[src/supply_integrity_pkg.sv]
// Constants shared by the supply integrity monitor.
// Assumes an 8-bit register port and one 25 MHz clock.
package supply_integrity_pkg;

  localparam int unsigned CLK_PERIOD_NS = 40;

  // Register port addresses
  localparam logic [7:0] CSR_ADDR = 8'h00;
  localparam logic [7:0] EVT_STATUS_ADDR = 8'h01;
  localparam logic [7:0] EVT_MASK_ADDR = 8'h02;

  // Control/status register fields
  localparam int unsigned CSR_IRQ_EN_BIT = 0;
  localparam int unsigned CSR_WARN_BIT = 1;
  localparam int unsigned CSR_BO_FLAG_BIT = 2;
  localparam int unsigned CSR_LOCK_BIT = 3;
  localparam int unsigned CSR_DOG_FLAG_BIT = 4;

  // Reset values of stored fields
  localparam logic RESET_IRQ_EN = 1'b0;
  localparam logic RESET_DOG_FLAG = 1'b0;
  localparam logic RESET_BO_FLAG = 1'b0;
  localparam logic [4:0] RESET_EVT_MASK = 5'h00;

  // Event status and mask layout
  localparam int unsigned EVT_WIDTH = 5;
  localparam int unsigned EVT_WARN = 0;
  localparam int unsigned EVT_BROWNOUT = 1;
  localparam int unsigned EVT_DOG = 2;
  localparam int unsigned EVT_EXT = 3;
  localparam int unsigned EVT_LOCK_LOSS = 4;

  // Synchroniser lanes
  localparam int unsigned SYNC_BO = 0;
  localparam int unsigned SYNC_WARN = 1;
  localparam int unsigned SYNC_LOCK = 2;

  // Brownout threshold option codes
  typedef enum logic [1:0] {
    LEVEL_LOW = 2'b00,
    LEVEL_MEDIUM = 2'b01,
    LEVEL_HIGH = 2'b10
  } brownout_level_t;

endpackage

[src/supply_integrity_monitor.sv]
// Digital side of the supply integrity unit: brownout reset, supply warning,
// reset-cause flags, PLL lock flag and the control/status register.
// Assumes analog comparators and the PLL lock are asynchronous levels; all
// other inputs are synchronous to ref_clk_in. rst_in is the cold start only.
//
// Behaviour
// RULE_01: Hold chip in static reset while brownout detector reports low supply.
// RULE_02: Pull the external reset pin low during a brownout reset.
// RULE_03: Brownout detector active only when option enables; option picks one of three levels.
// RULE_04: Warning flag shows comparator level unlatched: 1 under threshold, 0 over.
// RULE_05: Warning detector and flag work only while brownout detector enabled.
// RULE_06: Rising warning flag with enable set raises interrupt; software owns the enable.
// RULE_07: Entering the warning service routine clears the pending warning request.
// RULE_08: Block runs normally in WAIT; warning interrupt wakes the CPU.
// RULE_09: In HALT register frozen, detector active, warning does not wake.
// RULE_10: Watchdog reset sets dog flag; software zero write or brownout clears it.
// RULE_11: Brownout reset sets brownout flag; reading the register clears it.
// RULE_12: External or watchdog reset leaves the brownout flag unchanged.
// RULE_13: Cause coding: 00 external, dog only watchdog, brownout flag brownout.
// RULE_14: Brownout flag value carries no meaning while detector disabled.
// RULE_15: PLL lock flag driven by hardware: 1 locked, 0 not locked.
// RULE_16: Software writes upper three bits as zero; they read as zero.
// RULE_17: After reset upper three bits and enable read zero.
// RULE_18: Comparator and lock inputs pass two flip-flops before use.
module supply_integrity_monitor
  import supply_integrity_pkg::*;
(
  input wire logic ref_clk_in,
  input wire logic rst_in,
  input wire logic [7:0] addr_in,
  input wire logic [7:0] wdata_in,
  input wire logic wr_in,
  input wire logic rd_in,
  output logic [7:0] rdata_out,
  input wire logic brownout_enable_opt_in,
  input wire logic [1:0] brownout_level_opt_in,
  output logic [1:0] brownout_level_out,
  input wire logic brownout_cmp_in,
  input wire logic warn_cmp_in,
  input wire logic pll_lock_in,
  input wire logic dog_reset_in,
  input wire logic reset_pin_in,
  output logic reset_pin_out,
  output logic reset_pin_oe_out,
  output logic chip_reset_out,
  input wire logic halt_in,
  input wire logic isr_enter_in,
  output logic warn_irq_out,
  output logic warn_wake_out,
  output logic irq_out
);

  typedef struct packed {
    logic [2:0] sync1;
    logic [2:0] sync2;
    logic warn_prev;
    logic lock_prev;
    logic dog_prev;
    logic ext_prev;
    logic warn_shown;
    logic lock_shown;
    logic irq_en;
    logic dog_flag;
    logic bo_flag;
    logic warn_pend;
    logic bo_active;
    logic [1:0] level;
    logic [EVT_WIDTH-1:0] evt_status;
    logic [EVT_WIDTH-1:0] evt_mask;
    logic [7:0] rdata;
  } state_t;

  state_t state_reg;
  state_t state_next;

  logic bo_now;
  logic warn_now;
  logic ext_now;
  logic warn_rise;
  logic any_reset;
  logic csr_rd;
  logic csr_wr;

  function automatic logic [7:0] csr_value(input state_t s);
    logic [7:0] v;
    v = 8'h00;
    v[CSR_IRQ_EN_BIT] = s.irq_en;
    v[CSR_WARN_BIT] = s.warn_shown;
    // RULE_13 cause coded by two flags
    v[CSR_BO_FLAG_BIT] = s.bo_flag;
    v[CSR_LOCK_BIT] = s.lock_shown;
    v[CSR_DOG_FLAG_BIT] = s.dog_flag;
    return v;
  endfunction

  // RULE_03 detector gated by option
  assign bo_now = brownout_enable_opt_in & state_reg.sync2[SYNC_BO];
  // RULE_05 warning only with detector
  assign warn_now = brownout_enable_opt_in & state_reg.sync2[SYNC_WARN];
  // Pin low from outside while we are not pulling it
  assign ext_now = ~reset_pin_in & ~state_reg.bo_active;
  assign warn_rise = warn_now & ~state_reg.warn_prev;
  assign any_reset = bo_now | dog_reset_in | ext_now;
  assign csr_rd = rd_in & (addr_in == CSR_ADDR);
  assign csr_wr = wr_in & (addr_in == CSR_ADDR);

  always_comb begin
    logic [EVT_WIDTH-1:0] evt_set;
    evt_set = '0;
    state_next = state_reg;
    // RULE_18 two-stage synchronisers
    state_next.sync1 = {pll_lock_in, warn_cmp_in, brownout_cmp_in};
    state_next.sync2 = state_reg.sync1;
    state_next.warn_prev = warn_now;
    state_next.lock_prev = state_reg.sync2[SYNC_LOCK];
    state_next.dog_prev = dog_reset_in;
    state_next.ext_prev = ext_now;
    // RULE_01 static brownout reset
    state_next.bo_active = bo_now;
    // RULE_03 threshold select
    state_next.level = brownout_level_opt_in;

    // Event sources for the summary interrupt
    evt_set[EVT_WARN] = warn_rise;
    evt_set[EVT_BROWNOUT] = bo_now & ~state_reg.bo_active;
    evt_set[EVT_DOG] = dog_reset_in & ~state_reg.dog_prev;
    evt_set[EVT_EXT] = ext_now & ~state_reg.ext_prev;
    evt_set[EVT_LOCK_LOSS] = state_reg.lock_prev & ~state_reg.sync2[SYNC_LOCK];

    // RULE_09 frozen in halt, resets still act
    if (!halt_in) begin
      // RULE_04 live comparator level
      state_next.warn_shown = warn_now;
      // RULE_15 hardware lock flag
      state_next.lock_shown = state_reg.sync2[SYNC_LOCK];
      // RULE_11 read clears flag
      if (csr_rd) begin
        state_next.bo_flag = 1'b0;
      end
      if (csr_wr) begin
        // RULE_06 software owns enable
        state_next.irq_en = wdata_in[CSR_IRQ_EN_BIT];
        // RULE_10 zero write clears
        if (!wdata_in[CSR_DOG_FLAG_BIT]) begin
          state_next.dog_flag = 1'b0;
        end
      end
    end

    // RULE_07 cleared on service entry
    if (isr_enter_in) begin
      state_next.warn_pend = 1'b0;
    end
    // RULE_06 pending on rising flag, set beats clear
    if (warn_rise) begin
      state_next.warn_pend = 1'b1;
    end

    // RULE_10 brownout clears dog flag
    if (bo_now) begin
      state_next.dog_flag = 1'b0;
    end
    // RULE_10 watchdog sets flag
    if (dog_reset_in) begin
      state_next.dog_flag = 1'b1;
    end
    // RULE_14 detector off leaves the flag as it stood
    // RULE_12 of the resets only brownout touches this flag
    if (bo_now) begin
      state_next.bo_flag = 1'b1;
    end
    // RULE_17 any chip reset clears the enable
    if (any_reset) begin
      state_next.irq_en = RESET_IRQ_EN;
    end

    // Register port; reads of the event status clear what they return
    state_next.rdata = 8'h00;
    if (rd_in) begin
      if (addr_in == CSR_ADDR) begin
        // RULE_16 upper bits read zero
        state_next.rdata = csr_value(state_reg);
      end else if (addr_in == EVT_STATUS_ADDR) begin
        state_next.rdata = {3'h0, state_reg.evt_status};
      end else if (addr_in == EVT_MASK_ADDR) begin
        state_next.rdata = {3'h0, state_reg.evt_mask};
      end else begin
        state_next.rdata = 8'h00;
      end
    end
    if (wr_in && (addr_in == EVT_MASK_ADDR)) begin
      state_next.evt_mask = wdata_in[EVT_WIDTH-1:0];
    end
    if (rd_in && (addr_in == EVT_STATUS_ADDR)) begin
      state_next.evt_status = evt_set;
    end else begin
      state_next.evt_status = state_reg.evt_status | evt_set;
    end
  end

  always_ff @(posedge ref_clk_in) begin
    if (rst_in) begin
      state_reg <= '{
        sync1: 3'h0, sync2: 3'h0, warn_prev: 1'b0, lock_prev: 1'b0,
        dog_prev: 1'b0, ext_prev: 1'b0, warn_shown: 1'b0, lock_shown: 1'b0,
        irq_en: RESET_IRQ_EN, dog_flag: RESET_DOG_FLAG, bo_flag: RESET_BO_FLAG,
        warn_pend: 1'b0, bo_active: 1'b0, level: LEVEL_LOW,
        evt_status: 5'h00, evt_mask: RESET_EVT_MASK, rdata: 8'h00
      };
    end else begin
      state_reg <= state_next;
    end
  end

  assign rdata_out = state_reg.rdata;
  assign brownout_level_out = state_reg.level;
  // RULE_01 core held in reset
  assign chip_reset_out = state_reg.bo_active;
  // RULE_02 open-drain pull low
  assign reset_pin_oe_out = state_reg.bo_active;
  assign reset_pin_out = 1'b0;
  assign warn_irq_out = state_reg.warn_pend & state_reg.irq_en;
  // RULE_08 wakes from wait, RULE_09 not from halt
  assign warn_wake_out = warn_irq_out & ~halt_in;
  assign irq_out = |(state_reg.evt_status & state_reg.evt_mask);
endmodule

[config.mk]
export PLATFORM = sky130hd
export DESIGN_NAME = supply_integrity_monitor
export DESIGN_NICKNAME = d
export VERILOG_FILES = /design/src/supply_integrity_pkg.sv /design/src/supply_integrity_monitor.sv
export SDC_FILE = /design/constraint.sdc
export NUM_CORES = 1
export LEC_CHECK = 0
export ABC_AREA = 1
export BUFFER_PORTS_ARGS = -buffer_cell sky130_fd_sc_hd__buf_4
export CORE_MARGIN = 10
export CORE_UTILIZATION = 50
export CTS_BUF_LIST = sky130_fd_sc_hd__clkbuf_16
export CTS_CLUSTER_DIAMETER = 60
export CTS_CLUSTER_SIZE = 20
export DETAILED_ROUTE_END_ITERATION = 8
export GPL_TIMING_DRIVEN = 0
export MAX_ROUTING_LAYER = met4
export PLACE_DENSITY = 0.78
export SLEW_MARGIN = 10
export SYNTH_ARGS = -nofsm -noshare
export SYNTH_HDL_FRONTEND = slang
export SYNTH_SLANG_ARGS = --single-unit
[constraint.sdc]
create_clock -name ref_clk_in -period 1.9 [get_ports ref_clk_in]
set_input_delay 0.095 -clock ref_clk_in [delete_from_list [all_inputs] [get_ports ref_clk_in]]
set_output_delay 0.095 -clock ref_clk_in [all_outputs]
set_load 0.005 [all_outputs]
# --- Word level (Yosys, flattened, before mapping) ---
# Index checks and enable logic that the tools add are counted.
totals:
  ff_bits: 37
  inputBits: 30
  out_inout_bits: 16
  wordCells: 73
op_classes:
  n_eq_ne: 5
  muxes: 13
  bitwise_logic: 24
  n_reduce_logical: 13
ops:
  columns: ["op", "count"]
  rows:
  - ["$mux W5", 4]
  - ["$and A1 B1 Y1", 12]
  - ["$eq A8 B1 Y1 const B", 1]
  - ["$eq A8 B2 Y1 const B", 1]
  - ["$logic_not A8 Y1", 1]
  - ["$mux W1", 8]
  - ["$not A1 Y1", 8]
  - ["$and A5 B5 Y5", 1]
  - ["$or A5 B5 Y5", 1]
  - ["$reduce_or A5 Y1", 1]
  - ["$reduce_and A2 Y1", 2]
  - ["$reduce_bool A2 Y1", 2]
  - ["$reduce_or A2 Y1", 2]
  - ["$reduce_or A4 Y1", 1]
  - ["$ne A3 B1 Y1 const B", 1]
  - ["$ne A3 B2 Y1 const B", 1]
  - ["$reduce_and A3 Y1", 1]
  - ["$reduce_bool A3 Y1", 1]
  - ["$logic_and A1 B1 Y1", 2]
  - ["$mux W2", 1]
  - ["$ne A2 B1 Y1 const B", 1]
  - ["$or A1 B1 Y1", 2]

# --- Logic depth before layout (Yosys ltp) ---
depth:
  depth_word: 6
  mapped_depth: 8
  ltp_nobuf: 7

# --- Worst setup path after synthesis ---
# Ideal clock, no wire load.
synth_timing:
  path_type: "register to register"
  from: "register state_reg[32] (netlist bit)"
  to: "register state_reg[13] (netlist bit)"
  setup_ps: 70
  arrival_time_ps: 745
  required_time_ps: 1830
  setup_slack_ps: 1085
  stages_incl_launch_ff: 4
  n_path_buf: 0
  synth_period_minus_slack_ps: 815
  cell_sequence: "dfxtp_1 > nand2_1 > or2_2 > a21oi_1"
synth_via:
  elab_chain_len: 4
synth_rtl:
  columns: ["item", "line", "text"]
  rows:
  - ["start: declaration", "supply_integrity_monitor.sv:73", "state_t state_reg;"]
  - ["start signal: assignment", "supply_integrity_monitor.sv:203", "state_reg <= '{"]
  - ["start signal: assignment", "supply_integrity_monitor.sv:211", "state_reg <= state_next;"]
  - ["$and A1 B1 Y1 (*)", "supply_integrity_monitor.sv:99", "assign warn_now = brownout_enable_opt_in & state_reg.sync2[SYNC_WARN];"]
  - ["$and A1 B1 Y1 (*)", "supply_integrity_monitor.sv:102", "assign warn_rise = warn_now & ~state_reg.warn_prev;"]
  - ["$or A5 B5 Y5", "supply_integrity_monitor.sv:197", "state_next.evt_status = state_reg.evt_status | evt_set;"]
  - ["$mux W5 (*)", "supply_integrity_monitor.sv:194", "if (rd_in && (addr_in == EVT_STATUS_ADDR)) begin"]
# Mark *: on every way between the ends. The rest lies on a longest branch, timed or not.
# A chain may end at the register's enable or synchronous reset.

# --- Worst setup path in the final report ---
layout_timing:
  from: "register state_reg[9] (netlist bit)"
  to: "output irq_out"
layout_via:
  elab_chain_len: 2
layout_rtl:
  columns: ["item", "line", "text"]
  rows:
  - ["$and A5 B5 Y5", "supply_integrity_monitor.sv:225", "assign irq_out = |(state_reg.evt_status & state_reg.evt_mask);"]
  - ["$reduce_or A5 Y1", "supply_integrity_monitor.sv:225", null]
  - ["end: declaration", "supply_integrity_monitor.sv:50", "output logic irq_out"]
# No other way between the ends.

==> flow_summary_export.csv <==
group,metric,value,unit
cts,post_cts_buffers,0,
drt,drcViolationCount,0,
floorplanning,fp.dieW,75.0,um
drt,ant_nets,0,
setup_path,timing.critical_path.slowest_stage_cell,"dfxtp_1",
setup_path,cpLargestDelayFamily,"flip-flops",
power,leakagePower,1.07,nW
min_path,min-delay-path-class,"in2reg",
sta,fin_skew,0.00330,ns
synthesis,synthCells,208,
drt,routed_via_density,4.82,
cells_and_area,final_util,70.7,%
synthesis,synth_cell_types,19,
cells_and_area,finalNonFillerCells,286,
cells_and_area,final_nets,285,
sta,report.final.slew_viol_count,0,
floorplanning,fp.dieH,75.0,um
synthesis,syn-cell-area,0.00151,mm2
cts,cts-root-buf,"clkbuf_16",
place,post-place-ws,0.835,ns
place,dp.cells,279,
grt,grt_pass1_vias,1229,
cts,cts_htree_levels,2,
drt,wirelength,3310,um
place,hpwl,2440,um
sta,finalHoldViolCount,0,
place,place.port_buffers,37,
drt,first_iter_violations,89,
setup_path,crit_chain,"nand2_1 > nand2_1 > a221oi_1 > nand2_1 > buf_4",
cts,clock_latency,0.28,ns
setup_path,cp-start-kind,"flip-flop",
floorplanning,pin_count,46,
cells_and_area,insertedDiodeCount,0,
cells_and_area,drive_gt1_share,27.1,%
grt,antenna_found_initial,0,
setup_path,r2r_end,"state_reg[13]$_SDFF_PP0_",
drt,firstDrtPassIters,4,
setup_path,cp_num_buf_inv,1,
power,p_per_area,883,mW/mm2
cts,clkSinkCount,34,
setup_path,required,1.80,ns
setup_path,reg2reg_from,"state_reg[32]$_SDFF_PP0_",
synthesis,netlist_top_cells_area,"dfxtp_1 45%, nand3_1 10%, inv_1 9.2%",
sta,period_share,66.3,%
cells_and_area,layout.cells.most_common_list,"50 x buf_4, 37 x inv_1, 34 x dfxtp_1",
setup_path,critical_path_arrival,1.17,ns
cts,clkSlewWorstSetupHoldPaths,0.05,ns
cts,numCtsBuffers,5,
cts,post_cts_resized,0,
cts,clk_path_buf_depth,2,
floorplanning,start_util,53.5,%
synthesis,syn_area_per_cell,7.27,um2
sta,setup_tns,0,ns
floorplanning,fp.coreArea,0.00283,mm2
setup_path,worst_path_most_repeated_cell,"nand2_1",
drt,avgRoutedWirePerCell,11.6,um
drt,vias,1378,
grt,grt_overflow,0,
sta,grt_setup_unrepaired,"false",
cells_and_area,nFillCells,250,
synthesis,synth_top_area_cell,"dfxtp_1",
setup_path,max_stage_delay,0.34,ns
setup_path,cp.depth,5,
setup_path,critPathMaxFanout,3,
grt,grt_pass1_wl,5310,um
cells_and_area,multi_input_area,576,um2
floorplanning,dieArea,0.00563,mm2
sta,fin_ws,0.640,ns
power,max-vdd-ir-drop,0.000778,V
setup_path,rrSetupSlack,1.03,ns
floorplanning,fp-row-count,19,
setup_path,crit_type,"reg2out",
setup_path,critPathCaptureType,"primary output",
cells_and_area,seq_area,681,um2
run_status,status,"complete, no violations",
grt,grt_max_degree,11,
grt,gr-usage-all-layers,13.0,%
synthesis,synth.top_cell.area_share,45.0,%
cts,cts_tree,"built",
place,gp_congestion,0.857,
cells_and_area,layout_commonest_cell,"buf_4",
setup_path,reg2regPathDepth,3,
cts,postCtsHoldBufs,0,
setup_path,endpoint,"irq_out",
cells_and_area,final_area,0.00200,mm2
synthesis,synth-seq-area-share,45.0,%
cells_and_area,area_growth_syn_to_layout,32.2,%
synthesis,synth-seq-cells,34,
synthesis,yosysWarnings,0,
cells_and_area,largest_reg_flops,22,
place,placed_area,0.00184,mm2
sta,fin_crit,1.26,ns
sta,fmax,0.793,GHz
sta,setup_violations,0,
flow_run,max-cap-violations,0,
setup_path,startpoint,"state_reg[9]$_SDFFE_PP0P_",
[per-layer routing]
layer	GRT usage, %	up-vias	routed length (um)
met4	7.35	0	84
li1	-	719	-
met2	19.5	58	1520
met5	-	-	0
met1	13.8	592	1370
met3	6.04	9	339
[synthesized netlist by cell type]
master,number
a21oi_1,16
a221oi_1,1
buf_2,1
buf_4,13
buf_6,1
clkbuf_1,2
conb_1,1
dfxtp_1,34
inv_1,37
inv_2,2
nand2_1,31
nand2_4,1
nand3_1,31
nor2_1,24
nor2_2,4
nor2_4,2
nor2_8,1
o21ai_0,5
or2_2,1
[cell families after synthesis]
logic type / count (synthesis) / share of synthesized area [%]
and+or+nand+nor: 95 / 29.5
AOI/OAI and AO/OA: 22 / 7.53
buffers and inverters: 56 / 17.7
other: 1 / 0.248
DFF: 34 / 45.0
[stage by stage]
step           power, mW  hold slack [ns]
5_1_grt             1.84           0.0191
4_1_cts             1.78           0.0164
2_1_floorplan      0.838            0.189
6_report            1.77           0.0212
3_3_place_gp       0.899            0.293
3_5_place_dp       0.902            0.302
[how the worst min path moves through the flow]
stage / cells after the start / slack, ns / endpoint / startpoint
6_report: 3 / 0.02 / brownout_level_out[0]$_SDFF_PP0_ / brownout_level_opt_in[0]
5_1_grt: 3 / 0.02 / state_next[31]$_SDFF_PP0_ / brownout_cmp_in
4_1_cts: 3 / 0.02 / state_next[32]$_SDFF_PP0_ / warn_cmp_in
3_5_place_dp: 3 / 0.30 / state_next[32]$_SDFF_PP0_ / warn_cmp_in
3_3_place_gp: 3 / 0.29 / state_next[32]$_SDFF_PP0_ / warn_cmp_in
2_1_floorplan: 1 / 0.19 / state_reg[25]$_SDFFE_PP0N_ / halt_in
[report_power, final]
part	switching, mW	internal, mW	leakage, nW
logic	0.0688	0.0701	0.717
clock network	0.272	0.605	0.0773
registers	0.0117	0.739	0.278
total	0.352	1.41	1.07
[worst register-to-register path: cells and delay by family, from the launching register on]
family | cells | cell delay, ns
AOI/OAI and AO/OA | 1 | 0.13
DFF | 1 | 0.30
and+or+nand+nor | 2 | 0.37
[area by class of cell]
cell class | count | area share (%)
Multi-Input combinational cell | 121 | 28.8
Timing Repair Buffer | 37 | 13.9
Buffer | 17 | 6.07
Inverter | 39 | 7.32
Tap cell | 31 | 1.94
Sequential cell | 34 | 34.0
Clock inverter | 2 | 1.69
Clock buffer | 5 | 6.26
Note: power is estimated with default switching activity, not from simulation.
